[config.mk]
export PLATFORM = sky130hd
export DESIGN_NAME = bab_core
export DESIGN_NICKNAME = d
export VERILOG_FILES = /design/src/design/bab_pkg.sv /design/src/design/bab_core.sv
export SDC_FILE = /design/constraint.sdc
export NUM_CORES = 1
export LEC_CHECK = 0
export BUFFER_PORTS_ARGS = -buffer_cell sky130_fd_sc_hd__buf_2
export CAP_MARGIN = 20
export CORE_ASPECT_RATIO = 0.9
export CORE_MARGIN = 2
export CORE_UTILIZATION = 55
export CTS_CLUSTER_DIAMETER = 30
export DETAILED_ROUTE_END_ITERATION = 7
export PLACE_DENSITY = 0.86
export SYNTH_ARGS = -nofsm -noshare
export SYNTH_HDL_FRONTEND = slang
export SYNTH_SLANG_ARGS = --single-unit
[constraint.sdc]
create_clock -name sys_clk -period 3.75 [get_ports sys_clk]
set_input_delay 0 -clock sys_clk [delete_from_list [all_inputs] [get_ports sys_clk]]
set_output_delay 0 -clock sys_clk [all_outputs]
set_load 0.01 [all_outputs]
[src/design/bab_pkg.sv]
// bab_pkg: constants shared by the byte alu / branch execute unit.
// assumes one 100 MHz clock; the four quarters of an instruction cycle are four clocks.
package bab_pkg;
    localparam int unsigned CLK_MHZ = 100;
    localparam int unsigned QUARTERS = 4;
    // widths
    localparam int unsigned WORD_W = 16;
    localparam int unsigned DATA_W = 8;
    localparam int unsigned ADDR_W = 12;
    localparam int unsigned PC_W = 21;
    localparam int unsigned BANK_W = 4;
    localparam int unsigned FLAG_W = 5;
    // opcode fields
    localparam logic [7:0] OP_ADD_LIT = 8'h0f;
    localparam logic [7:0] OP_AND_LIT = 8'h0b;
    localparam logic [5:0] OP_ADD_FILE_C = 6'h08;
    localparam logic [5:0] OP_ADD_FILE = 6'h09;
    localparam logic [5:0] OP_AND_FILE = 6'h05;
    localparam logic [3:0] OP_BIT_CLEAR = 4'h9;
    localparam logic [7:0] OP_BR_CARRY = 8'he2;
    localparam logic [7:0] OP_BR_NEG = 8'he6;
    // bit positions inside the instruction word
    localparam int unsigned DEST_BIT = 9;
    localparam int unsigned ACC_BIT = 8;
    localparam int unsigned BITSEL_LSB = 9;
    // flag positions in the status vector
    localparam int unsigned FLG_C = 0;
    localparam int unsigned FLG_DC = 1;
    localparam int unsigned FLG_Z = 2;
    localparam int unsigned FLG_OV = 3;
    localparam int unsigned FLG_N = 4;
    // addressing
    localparam logic [7:0] INDEX_LIMIT = 8'h5f;
    localparam logic [7:0] ACCESS_SPLIT = 8'h60;
    localparam logic [3:0] ACCESS_LOW_BANK = 4'h0;
    localparam logic [3:0] ACCESS_HIGH_BANK = 4'hf;
    // reset values and increments
    localparam logic [PC_W-1:0] PC_RESET = 21'h000000;
    localparam logic [PC_W-1:0] PC_STEP = 21'h000002;
    localparam logic [DATA_W-1:0] ACC_RESET = 8'h00;
    localparam logic [FLAG_W-1:0] FLAGS_RESET = 5'h00;
    localparam logic [ADDR_W-1:0] ADDR_RESET = 12'h000;
    localparam logic [DATA_W-1:0] DATA_RESET = 8'h00;

    typedef enum logic [1:0] {
        BAB_DECODE,
        BAB_READ,
        BAB_PROCESS,
        BAB_WRITE
    } bab_phase_type;
endpackage

[src/design/bab_core.sv]
// bab_core: executes the literal add/and, file add/and, bit clear and carry/negative
// branches of an 8-bit core, one instruction cycle of four clocks each, two cycles for a taken branch.
// assumes a data memory that returns read data one clock after mem_addr/mem_re,
// and fetch logic on the same clock that holds instr_word while instr_valid.
`timescale 1ns/1ps
module bab_core (
    // clock and reset
    input wire logic sys_clk,
    input wire logic reset_n,
    // instruction fetch
    input wire logic [bab_pkg::WORD_W-1:0] instr_word,
    input wire logic instr_valid,
    output logic instr_ready,
    // addressing context
    input wire logic ext_set_enable,
    input wire logic [bab_pkg::BANK_W-1:0] bank_select_reg,
    input wire logic [bab_pkg::ADDR_W-1:0] index_base,
    // data memory
    output logic [bab_pkg::ADDR_W-1:0] mem_addr,
    output logic mem_re,
    input wire logic [bab_pkg::DATA_W-1:0] mem_rdata,
    output logic mem_we,
    output logic [bab_pkg::DATA_W-1:0] mem_wdata,
    // architectural state
    output logic [bab_pkg::DATA_W-1:0] acc,
    output logic [bab_pkg::FLAG_W-1:0] status,
    output logic [bab_pkg::PC_W-1:0] pc
);
    import bab_pkg::*;

    bab_phase_type phase;
    bab_phase_type next_phase;
    logic [WORD_W-1:0] ir;
    logic flush;
    logic next_flush;
    // flush_armed marks that the idle cycle has begun, so the first write ends nothing
    logic flush_armed;

    // fetch side decode, used only for the operand address and the read strobe at the take edge
    wire take = instr_ready && instr_valid;
    wire [7:0] in_f = instr_word[7:0];
    wire in_acc_bit = instr_word[ACC_BIT];
    wire in_file_op = (instr_word[15:10] == OP_ADD_FILE_C) || (instr_word[15:10] == OP_ADD_FILE)
        || (instr_word[15:10] == OP_AND_FILE) || (instr_word[15:12] == OP_BIT_CLEAR);
    wire in_indexed = ext_set_enable && !in_acc_bit && (in_f <= INDEX_LIMIT);
    wire [BANK_W-1:0] access_bank = (in_f < ACCESS_SPLIT) ? ACCESS_LOW_BANK : ACCESS_HIGH_BANK;
    wire [ADDR_W-1:0] eff_addr = in_indexed ? ADDR_W'(index_base + {4'h0, in_f})
        : in_acc_bit ? {bank_select_reg, in_f} : {access_bank, in_f};

    // execute side decode on the latched word
    wire is_add_lit = ir[15:8] == OP_ADD_LIT;
    wire is_and_lit = ir[15:8] == OP_AND_LIT;
    wire is_add_file_c = ir[15:10] == OP_ADD_FILE_C;
    wire is_add_file = ir[15:10] == OP_ADD_FILE;
    wire is_and_file = ir[15:10] == OP_AND_FILE;
    wire is_bit_clear = ir[15:12] == OP_BIT_CLEAR;
    wire is_br_carry = ir[15:8] == OP_BR_CARRY;
    wire is_br_neg = ir[15:8] == OP_BR_NEG;
    wire is_add = is_add_lit || is_add_file || is_add_file_c;
    wire is_and = is_and_lit || is_and_file;
    wire to_file = (is_add_file || is_add_file_c || is_and_file) && ir[DEST_BIT];

    // alu
    wire [DATA_W-1:0] opnd = (is_add_lit || is_and_lit) ? ir[7:0] : mem_rdata;
    wire cin = is_add_file_c && status[FLG_C];
    wire [DATA_W:0] sum = {1'b0, acc} + {1'b0, opnd} + {8'h00, cin};
    wire [4:0] low_sum = {1'b0, acc[3:0]} + {1'b0, opnd[3:0]} + {4'h0, cin};
    wire add_ov = (acc[7] == opnd[7]) && (sum[7] != acc[7]);
    wire [DATA_W-1:0] and_res = acc & opnd;
    wire [DATA_W-1:0] clr_mask = ~(DATA_W'(1) << ir[BITSEL_LSB+2:BITSEL_LSB]);
    wire [DATA_W-1:0] clr_res = mem_rdata & clr_mask;
    wire [DATA_W-1:0] result = is_add ? sum[DATA_W-1:0] : is_bit_clear ? clr_res : and_res;

    // flag update: add touches all five, and touches N and Z, the rest none
    wire [FLAG_W-1:0] add_flags = {result[7], add_ov, result == 8'h00, low_sum[4], sum[8]};
    wire [FLAG_W-1:0] and_flags = {result[7], status[FLG_OV], result == 8'h00,
        status[FLG_DC], status[FLG_C]};
    wire [FLAG_W-1:0] next_status = is_add ? add_flags : is_and ? and_flags : status;

    // branches; pc already points past this word, so target is pc + 2n
    wire br_taken = (is_br_carry && status[FLG_C]) || (is_br_neg && status[FLG_N]);
    wire [PC_W-1:0] br_offset = {{(PC_W-9){ir[7]}}, ir[7:0], 1'b0};
    wire [PC_W-1:0] br_target = pc + br_offset;

    wire exec = (phase == BAB_PROCESS) && !flush;

    // quarter sequencer; a taken branch inserts one full idle cycle
    always_comb begin
        next_phase = phase;
        next_flush = flush;
        case (phase)
            BAB_DECODE: begin
                if (take || flush) begin
                    next_phase = BAB_READ;
                end
            end
            BAB_READ: next_phase = BAB_PROCESS;
            BAB_PROCESS: begin
                next_phase = BAB_WRITE;
                if (exec && br_taken) begin
                    next_flush = 1'b1;
                end
            end
            BAB_WRITE: begin
                next_phase = BAB_DECODE;
                if (flush) begin
                    next_flush = !flush_armed;
                end
            end
            default: next_phase = BAB_DECODE;
        endcase
    end

    always_ff @(posedge sys_clk or negedge reset_n) begin
        if (!reset_n) begin
            flush_armed <= 1'b0;
        end else if (phase == BAB_WRITE) begin
            flush_armed <= next_flush;
        end
    end

    always_ff @(posedge sys_clk or negedge reset_n) begin
        if (!reset_n) begin
            phase <= BAB_DECODE;
            flush <= 1'b0;
            instr_ready <= 1'b0;
        end else begin
            phase <= next_phase;
            flush <= next_flush;
            instr_ready <= (next_phase == BAB_DECODE) && !next_flush;
        end
    end

    always_ff @(posedge sys_clk or negedge reset_n) begin
        if (!reset_n) begin
            ir <= '0;
            pc <= PC_RESET;
            mem_addr <= ADDR_RESET;
            mem_re <= 1'b0;
        end else begin
            mem_re <= take && in_file_op;
            if (take) begin
                ir <= instr_word;
                pc <= pc + PC_STEP;
                mem_addr <= eff_addr;
            end else if (exec && br_taken) begin
                pc <= br_target;
            end
        end
    end

    // destination write lands in the fourth quarter
    always_ff @(posedge sys_clk or negedge reset_n) begin
        if (!reset_n) begin
            acc <= ACC_RESET;
            status <= FLAGS_RESET;
            mem_we <= 1'b0;
            mem_wdata <= DATA_RESET;
        end else begin
            mem_we <= exec && (to_file || is_bit_clear);
            if (exec) begin
                status <= next_status;
                mem_wdata <= result;
                if ((is_add || is_and) && !to_file) begin
                    acc <= result;
                end
            end
        end
    end

    wire [7:0] bit_one = DATA_W'(1) << ir[BITSEL_LSB+2:BITSEL_LSB];

    property p_lit_add;
        @(posedge sys_clk) disable iff (!reset_n)
        (exec && is_add_lit) |=> acc == 8'($past(acc) + $past(ir[7:0]));
    endproperty
    a_lit_add: assert property (p_lit_add) else $error("literal add wrong sum");

    property p_carry_add;
        @(posedge sys_clk) disable iff (!reset_n)
        (exec && is_add_file_c && !ir[DEST_BIT]) |=>
            acc == 8'($past(acc) + $past(mem_rdata) + $past({7'h00, status[FLG_C]}));
    endproperty
    a_carry_add: assert property (p_carry_add) else $error("carry add wrong sum");

    property p_dest_file;
        @(posedge sys_clk) disable iff (!reset_n)
        (exec && to_file) |=> mem_we && $stable(acc) ##1 !mem_we;
    endproperty
    a_dest_file: assert property (p_dest_file) else $error("file destination not honoured");

    property p_bank_addr;
        @(posedge sys_clk) disable iff (!reset_n)
        (take && in_file_op && in_acc_bit) |=>
            mem_addr == {$past(bank_select_reg), $past(instr_word[7:0])};
    endproperty
    a_bank_addr: assert property (p_bank_addr) else $error("bank address wrong");

    property p_indexed;
        @(posedge sys_clk) disable iff (!reset_n)
        (take && in_file_op && ext_set_enable && !in_acc_bit && in_f <= INDEX_LIMIT) |=>
            mem_addr == 12'($past(index_base) + {4'h0, $past(instr_word[7:0])});
    endproperty
    a_indexed: assert property (p_indexed) else $error("indexed address wrong");

    property p_and_flags;
        @(posedge sys_clk) disable iff (!reset_n)
        (exec && is_and_file) |=> $stable(status[FLG_OV]) && $stable(status[FLG_C])
            && status[FLG_Z] == (8'($past(acc) & $past(mem_rdata)) == 8'h00);
    endproperty
    a_and_flags: assert property (p_and_flags) else $error("and touched wrong flags");

    property p_bit_clear;
        @(posedge sys_clk) disable iff (!reset_n)
        (exec && is_bit_clear) |=> mem_we
            && (mem_wdata == ($past(mem_rdata) & ~$past(bit_one)))
            && $stable(status);
    endproperty
    a_bit_clear: assert property (p_bit_clear) else $error("bit clear wrong");

    property p_no_carry;
        @(posedge sys_clk) disable iff (!reset_n)
        (exec && is_br_carry && !status[FLG_C]) |=> $stable(pc) && $stable(status);
    endproperty
    a_no_carry: assert property (p_no_carry) else $error("branch taken without carry");

    property p_target;
        @(posedge sys_clk) disable iff (!reset_n)
        (exec && is_br_neg && status[FLG_N]) |=>
            pc == 21'($past(pc) + {{12{$past(ir[7])}}, $past(ir[7:0]), 1'b0});
    endproperty
    a_target: assert property (p_target) else $error("branch target wrong");

    property p_taken_len;
        @(posedge sys_clk) disable iff (!reset_n)
        (exec && br_taken) |=> (!instr_ready) [*5] ##1 instr_ready;
    endproperty
    a_taken_len: assert property (p_taken_len) else $error("taken branch not two cycles");

    property p_cycle_len;
        @(posedge sys_clk) disable iff (!reset_n)
        (take && !(instr_word[15:8] == OP_BR_CARRY || instr_word[15:8] == OP_BR_NEG)) |=>
            (!instr_ready) [*3] ##1 instr_ready;
    endproperty
    a_cycle_len: assert property (p_cycle_len) else $error("cycle not four quarters");
endmodule

# Yosys cells after proc, flatten, opt, wreduce, memory -nomap -nowiden

Index checks and enable logic that the tools add are counted.

Register bits after elaboration: 77
Bits of input ports: 44
Output and inout bits: 57
Word-level logic and storage cells: 98

Add/sub/neg operators: 7
$lt $le $gt $ge: 2
Eq/ne operators: 17
Shifts and indexed selects: 1
Muxes and demuxes: 15
Bitwise logic cells: 3
Reduce and logical (&&, ||, !) cells: 40

Operator list:

| operator                | number |
|---|---|
| $mux W21                | 2 |
| $eq A6 B4 Y1 const B    | 4 |
| $mux W12                | 2 |
| $mux W8                 | 3 |
| $add A21 B2 Y21 const B | 1 |
| $add A21 B21 Y21        | 1 |
| $and A8 B8 Y8           | 2 |
| $eq A8 B4 Y1 const B    | 2 |
| $eq A8 B8 Y1 const B    | 2 |
| $logic_and A1 B1 Y1     | 14 |
| $logic_or A1 B1 Y1      | 13 |
| $add A12 B8 Y12         | 1 |
| $eq A6 B3 Y1 const B    | 2 |
| $mux W5                 | 2 |
| $add A8 B8 Y9           | 1 |
| $add A9 B1 Y9           | 1 |
| $eq A4 B4 Y1 const B    | 2 |
| $le A8 B7 Y1 const B    | 1 |
| $logic_not A8 Y1        | 1 |
| $lt A8 B7 Y1 const B    | 1 |
| $not A8 Y8              | 1 |
| $pmux W2 S4             | 1 |
| $shl A1 B3 Y8 const A   | 1 |
| $reduce_and A2 Y1       | 3 |
| other kinds (13)        | 21 |

# Logic depth before layout (Yosys ltp)

Depth after elaboration: 9
Depth in mapped cells: 17

# Least setup slack after synthesis

No wires, ideal clock.

Path type: reg-to-reg
Start: register ir[13]
End: register status[2] in the netlist's numbering
Setup time: 0.121 ns
Arrival time: 2.936 ns
Required time: 3.629 ns
Path slack: 0.693 ns
Cell stages (with the launch flop): 16
Buffers on the path: 0
Cells stage by stage: dfrtp_1 > nand4b_2 > nor4_4 > nand2_1 > nand2_1 > inv_1 > fa_1 > fa_1 > nor2b_1 > o21ai_0 > nand2b_1 > a31oi_1 > xnor2_1 > a21oi_1 > and3_1 > a22o_1

Longest elaborated chain between the ends: 9

Ends and longest elaborated chain:

| item                                                  | line                           | source |
|---|---|---|
| start, declared                                       | bab_core.sv:33                 | `logic [WORD_W-1:0] ir;` |
| start signal, assigned                                | bab_core.sv:143                | `ir <= instr_word;` |
| $eq A8 B4 Y1, on equally long branches                | bab_core.sv:51, bab_core.sv:52 |  |
| $logic_or A1 B1 Y1                                    | bab_core.sv:64                 | `wire [DATA_W-1:0] opnd = (is_add_lit \|\| is_and_lit) ? ir[7:0] : mem_rdata;` |
| $mux W8                                               | bab_core.sv:64                 |  |
| $add A8 B8 Y9 / $and A8 B8 Y8 (equally long branches) | bab_core.sv:66, bab_core.sv:69 |  |
| $add A9 B1 Y9 / $mux W8 (equally long branches)       | bab_core.sv:66, bab_core.sv:72 |  |
| $mux W8                                               | bab_core.sv:72                 | `wire [DATA_W-1:0] result = is_add ? sum[DATA_W-1:0] : is_bit_clear ? clr_res : and_res;` |
| $logic_not A8 Y1                                      | bab_core.sv:75, bab_core.sv:76 |  |
| $mux W5 (2 in a row)                                  | bab_core.sv:78                 | `wire [FLAG_W-1:0] next_status = is_add ? add_flags : is_and ? and_flags : status;` |
| end signal, assigned                                  | bab_core.sv:162                | `status <= next_status;` |
| end, declared                                         | bab_core.sv:26                 | `output logic [bab_pkg::FLAG_W-1:0] status,` |

Several ways; a longest one is shown, not always the timed one. The select of a mux whose other input is x is not followed.
A chain may end at the register's enable or synchronous reset.

# Final worst setup path

Start: register ir[11]
End: register status[2] in the netlist's numbering

Same word-level chain as after synthesis.

==> metrics.cfg <==
[run_status]
status = completed

[timing]
skew_ps = 14.56
max_freq_mhz = 296.7
setup_tns_ps = 0
setup_slack_ps = 380.1
setup_viol = 0
worst_pin_slew_ps = 948.9
hold_viol_final = 0
slew_viol_final = 0
period_needed_ps = 3370
period_share_pct = 89.87
rsz0062_at_grt = no
slew-limit-headroom_pct = 36.74

[cts]
root_buffer = clkbuf_8
insertion_delay_ps = 360
cts.path.max_buffers = 2
cts_buffers = 9
postCtsSetupRepairBufs = 0
cts_max_level = 3
cts_tree = yes
cts.sinks = 76
clk_pin_slew_ps = 90
cts_resized = 0

[detailed_routing]
ant_nets = 0
post_drt_wl_per_cell_um = 14.89
vias = 4608
drt_iter0_markers = 254
dr.pass1.iters = 5
totalWireLength_um = 12300
drc = 0
viasPerCell = 5.579

[worst_setup_path]
cp_max_fo = 9
arrival_ps = 3620
path_class = flip-flop to flip-flop
cp_cell_sequence = nand4b_2 -> or4_1 -> nand2_1 -> nand2_1 -> ha_1 -> o21ai_0 -> a21oi_1 -> o21ai_0 -> a211oi_1 -> or3_1 -> a31oi_1 -> and3_1 -> a22o_1
crit_required_ps = 4000
critPathLaunchType = flip-flop
crit_path_top_delay_cell = or4_1
end_kind = flip-flop
slowest_delay_ps = 580

[power]
power_frac_comb_pct = 54.1
switching_share_pct = 44.57
internal_power_mw = 2.747
ir_drop_v = 0.0004400
p_clk_share_pct = 14.9
power.static_leakage_nw = 3.076
power.switching_mw = 2.209
power_mw = 4.955
power.density_nw_per_um2 = 818.0
pwr-share-seq_pct = 31.0

[floorplan]
die_w_um = 104.7
design.die.area_um2 = 9915
core_area_um2 = 9001
ios = 101
start_util_pct = 55.81
rows = 33
die_h_um = 94.67

[place]
hpwl_um = 9300
pre_cts_ws_ps = 416.3
portBuffers = 99
gp_congestion = 0.8656
dpl_cell_area_um2 = 5607

[layout]
register_area_um2 = 1902
drive_gt1_share_pct = 19.32
multi_input_area_um2 = 2945
final_nets = 785
finalCoreUtilization_pct = 67.31
antenna_cells = 0
postLayoutCellArea_um2 = 6058
nFillCells = 766
syn2layout_area_growth_pct = 20.60

[synthesis]
yosysTopAreaCell = dfrtp_1
syn_area_um2 = 5024
synth-seq-cells = 76
syn_area_per_cell_um2 = 8.617
seq_area_frac_synth_pct = 37.86
yosysUniqueCellTypes = 57
syn_nets = 669
synthTopCellsByArea = dfrtp_1 (38%), ha_1 (9.5%), nand2_1 (8.7%)
async_flop_share_pct = 100.0
syn_inst = 583
yosysTopAreaCellShare_pct = 37.86
synth-main-ff-cell = dfrtp_1
yosysWarningCount = 0
synth_edf_count = 0

[global_routing]
grt_usage_pct = 25.51
grt_pass1_vias = 4542
grt_pass1_wl_um = 20590
antenna_found_initial = 0
gr-total-overflow = 0
grt_max_degree = 77

[job]
maxCapViolCount = 0

[hold_path]
hold_class = input port to flip-flop

cell usage after synthesis (all sizes together), types with 4 or more instances:
master,instances
xor2,15
ha,38
inv,19
and2,9
nor2b,8
fa,4
nor3,6
a211oi,5
xnor2,12
o21bai,8
nor2,32
a31oi,7
nand2,117
mux2,4
a21oi,43
and3,6
nand2b,12
mux2i,4
buf,9
clkbuf,12
nand3,4
o21ai,73
a21o,21
dfrtp,76
layer usage:
layer	GRT usage, %	share of wire [%]	up-vias
li1	-	-	2265
met1	31.63	44	2162
met2	44.37	48	156
met3	6.004	6.1	25
met4	8.333	1.8	0
met5	0	0	-
worst max-delay path, delay by kind of cell, from the launching register on:
kind,cells,cell delay [ps]
fa+ha+maj,1,330
simple gates,6,1340
compound gates,6,1070
flops,1,520
path summary, 6_finish.rpt:
check	startpoint	endpoint	slack (ps)	depth (start not counted)
worst max register to register	ir[11]$_DFFE_PN0P_	status[2]$_DFFE_PN0P_	380	13
worst max-delay path	ir[11]$_DFFE_PN0P_	status[2]$_DFFE_PN0P_	380	13
max in group asynchronous	reset_n	pc[19]$_DFFE_PN0P_	2790	2
worst min-delay path	bank_select_reg[2]	mem_addr[10]$_DFFE_PN0P_	5	5
worst min register to register	pc[20]$_DFFE_PN0P_	pc[20]$_DFFE_PN0P_	490	1
min in group asynchronous	reset_n	mem_addr[4]$_DFFE_PN0P_	300	2
sequential cells by signal (all words and copies together), names as in the netlist, 2 cells and up:
| name | flops |
|---|---|
| pc | 20 |
| mem_addr | 12 |
| acc | 8 |
| phase | 2 |
| mem_wdata | 8 |
| status | 5 |
| ir | 16 |
cells by family (layout without fill, tap and decap cells):
group	Yosys count	after routing	share of synthesized area (%)
flops	76	76	37.86
simple gates	212	212	19.83
fa+ha+maj	42	42	11.06
buf+inv	40	161	3.561
other cells	1	1	0.07465
xor+xnor	27	27	4.707
compound gates	177	177	21.22
mux	8	8	1.694
final cells by class:
cell class / instances / area share (%)
sequential: 76 / 31.39
tap: 122 / 2.520
inverter: 19 / 1.177
clock inverter: 6 / 1.549
multi-input combinational: 467 / 48.62
timing repair buffer: 126 / 12.47
clock buffer: 10 / 2.272
stage by stage:
step,hold slack (ps),instances
floorplan,-295.6,583
global placement,183.9,788
detailed placement,188.6,788
CTS,1.658,826
global route,22.49,826
finish,4.732,826
layout by cell type (no fill, tap or decap), types with 8 or more instances in the layout:
cell type,instances
o21ai_0,66
buf_2,98
nand2b_1,12
nand2_1,116
o21bai_1,8
inv_1,19
dlygate4sd3_1,22
and2_1,9
ha_1,38
dfrtp_1,76
a21oi_1,43
nor2_1,31
xor2_1,15
clkbuf_8,10
a21o_1,20
xnor2_1,12
nor2b_1,8
what timing repair did:
action                     CTS  global route
setup endpoints to repair    0             0
hold buffers                22             0
hold endpoints to repair   102             0
power groups by stage:
stage | Clock (mW) | Sequential (mW) | Combinational (mW)
finish | 0.738 | 1.54 | 2.68
global route | 0.783 | 1.59 | 3.03
CTS | 0.745 | 1.53 | 2.68
detailed placement | 0 | 1.54 | 2.65
global placement | 0 | 1.52 | 2.53
floorplan | 0 | 1.58 | 1.85
Note: power is estimated with default switching activity, not from simulation.
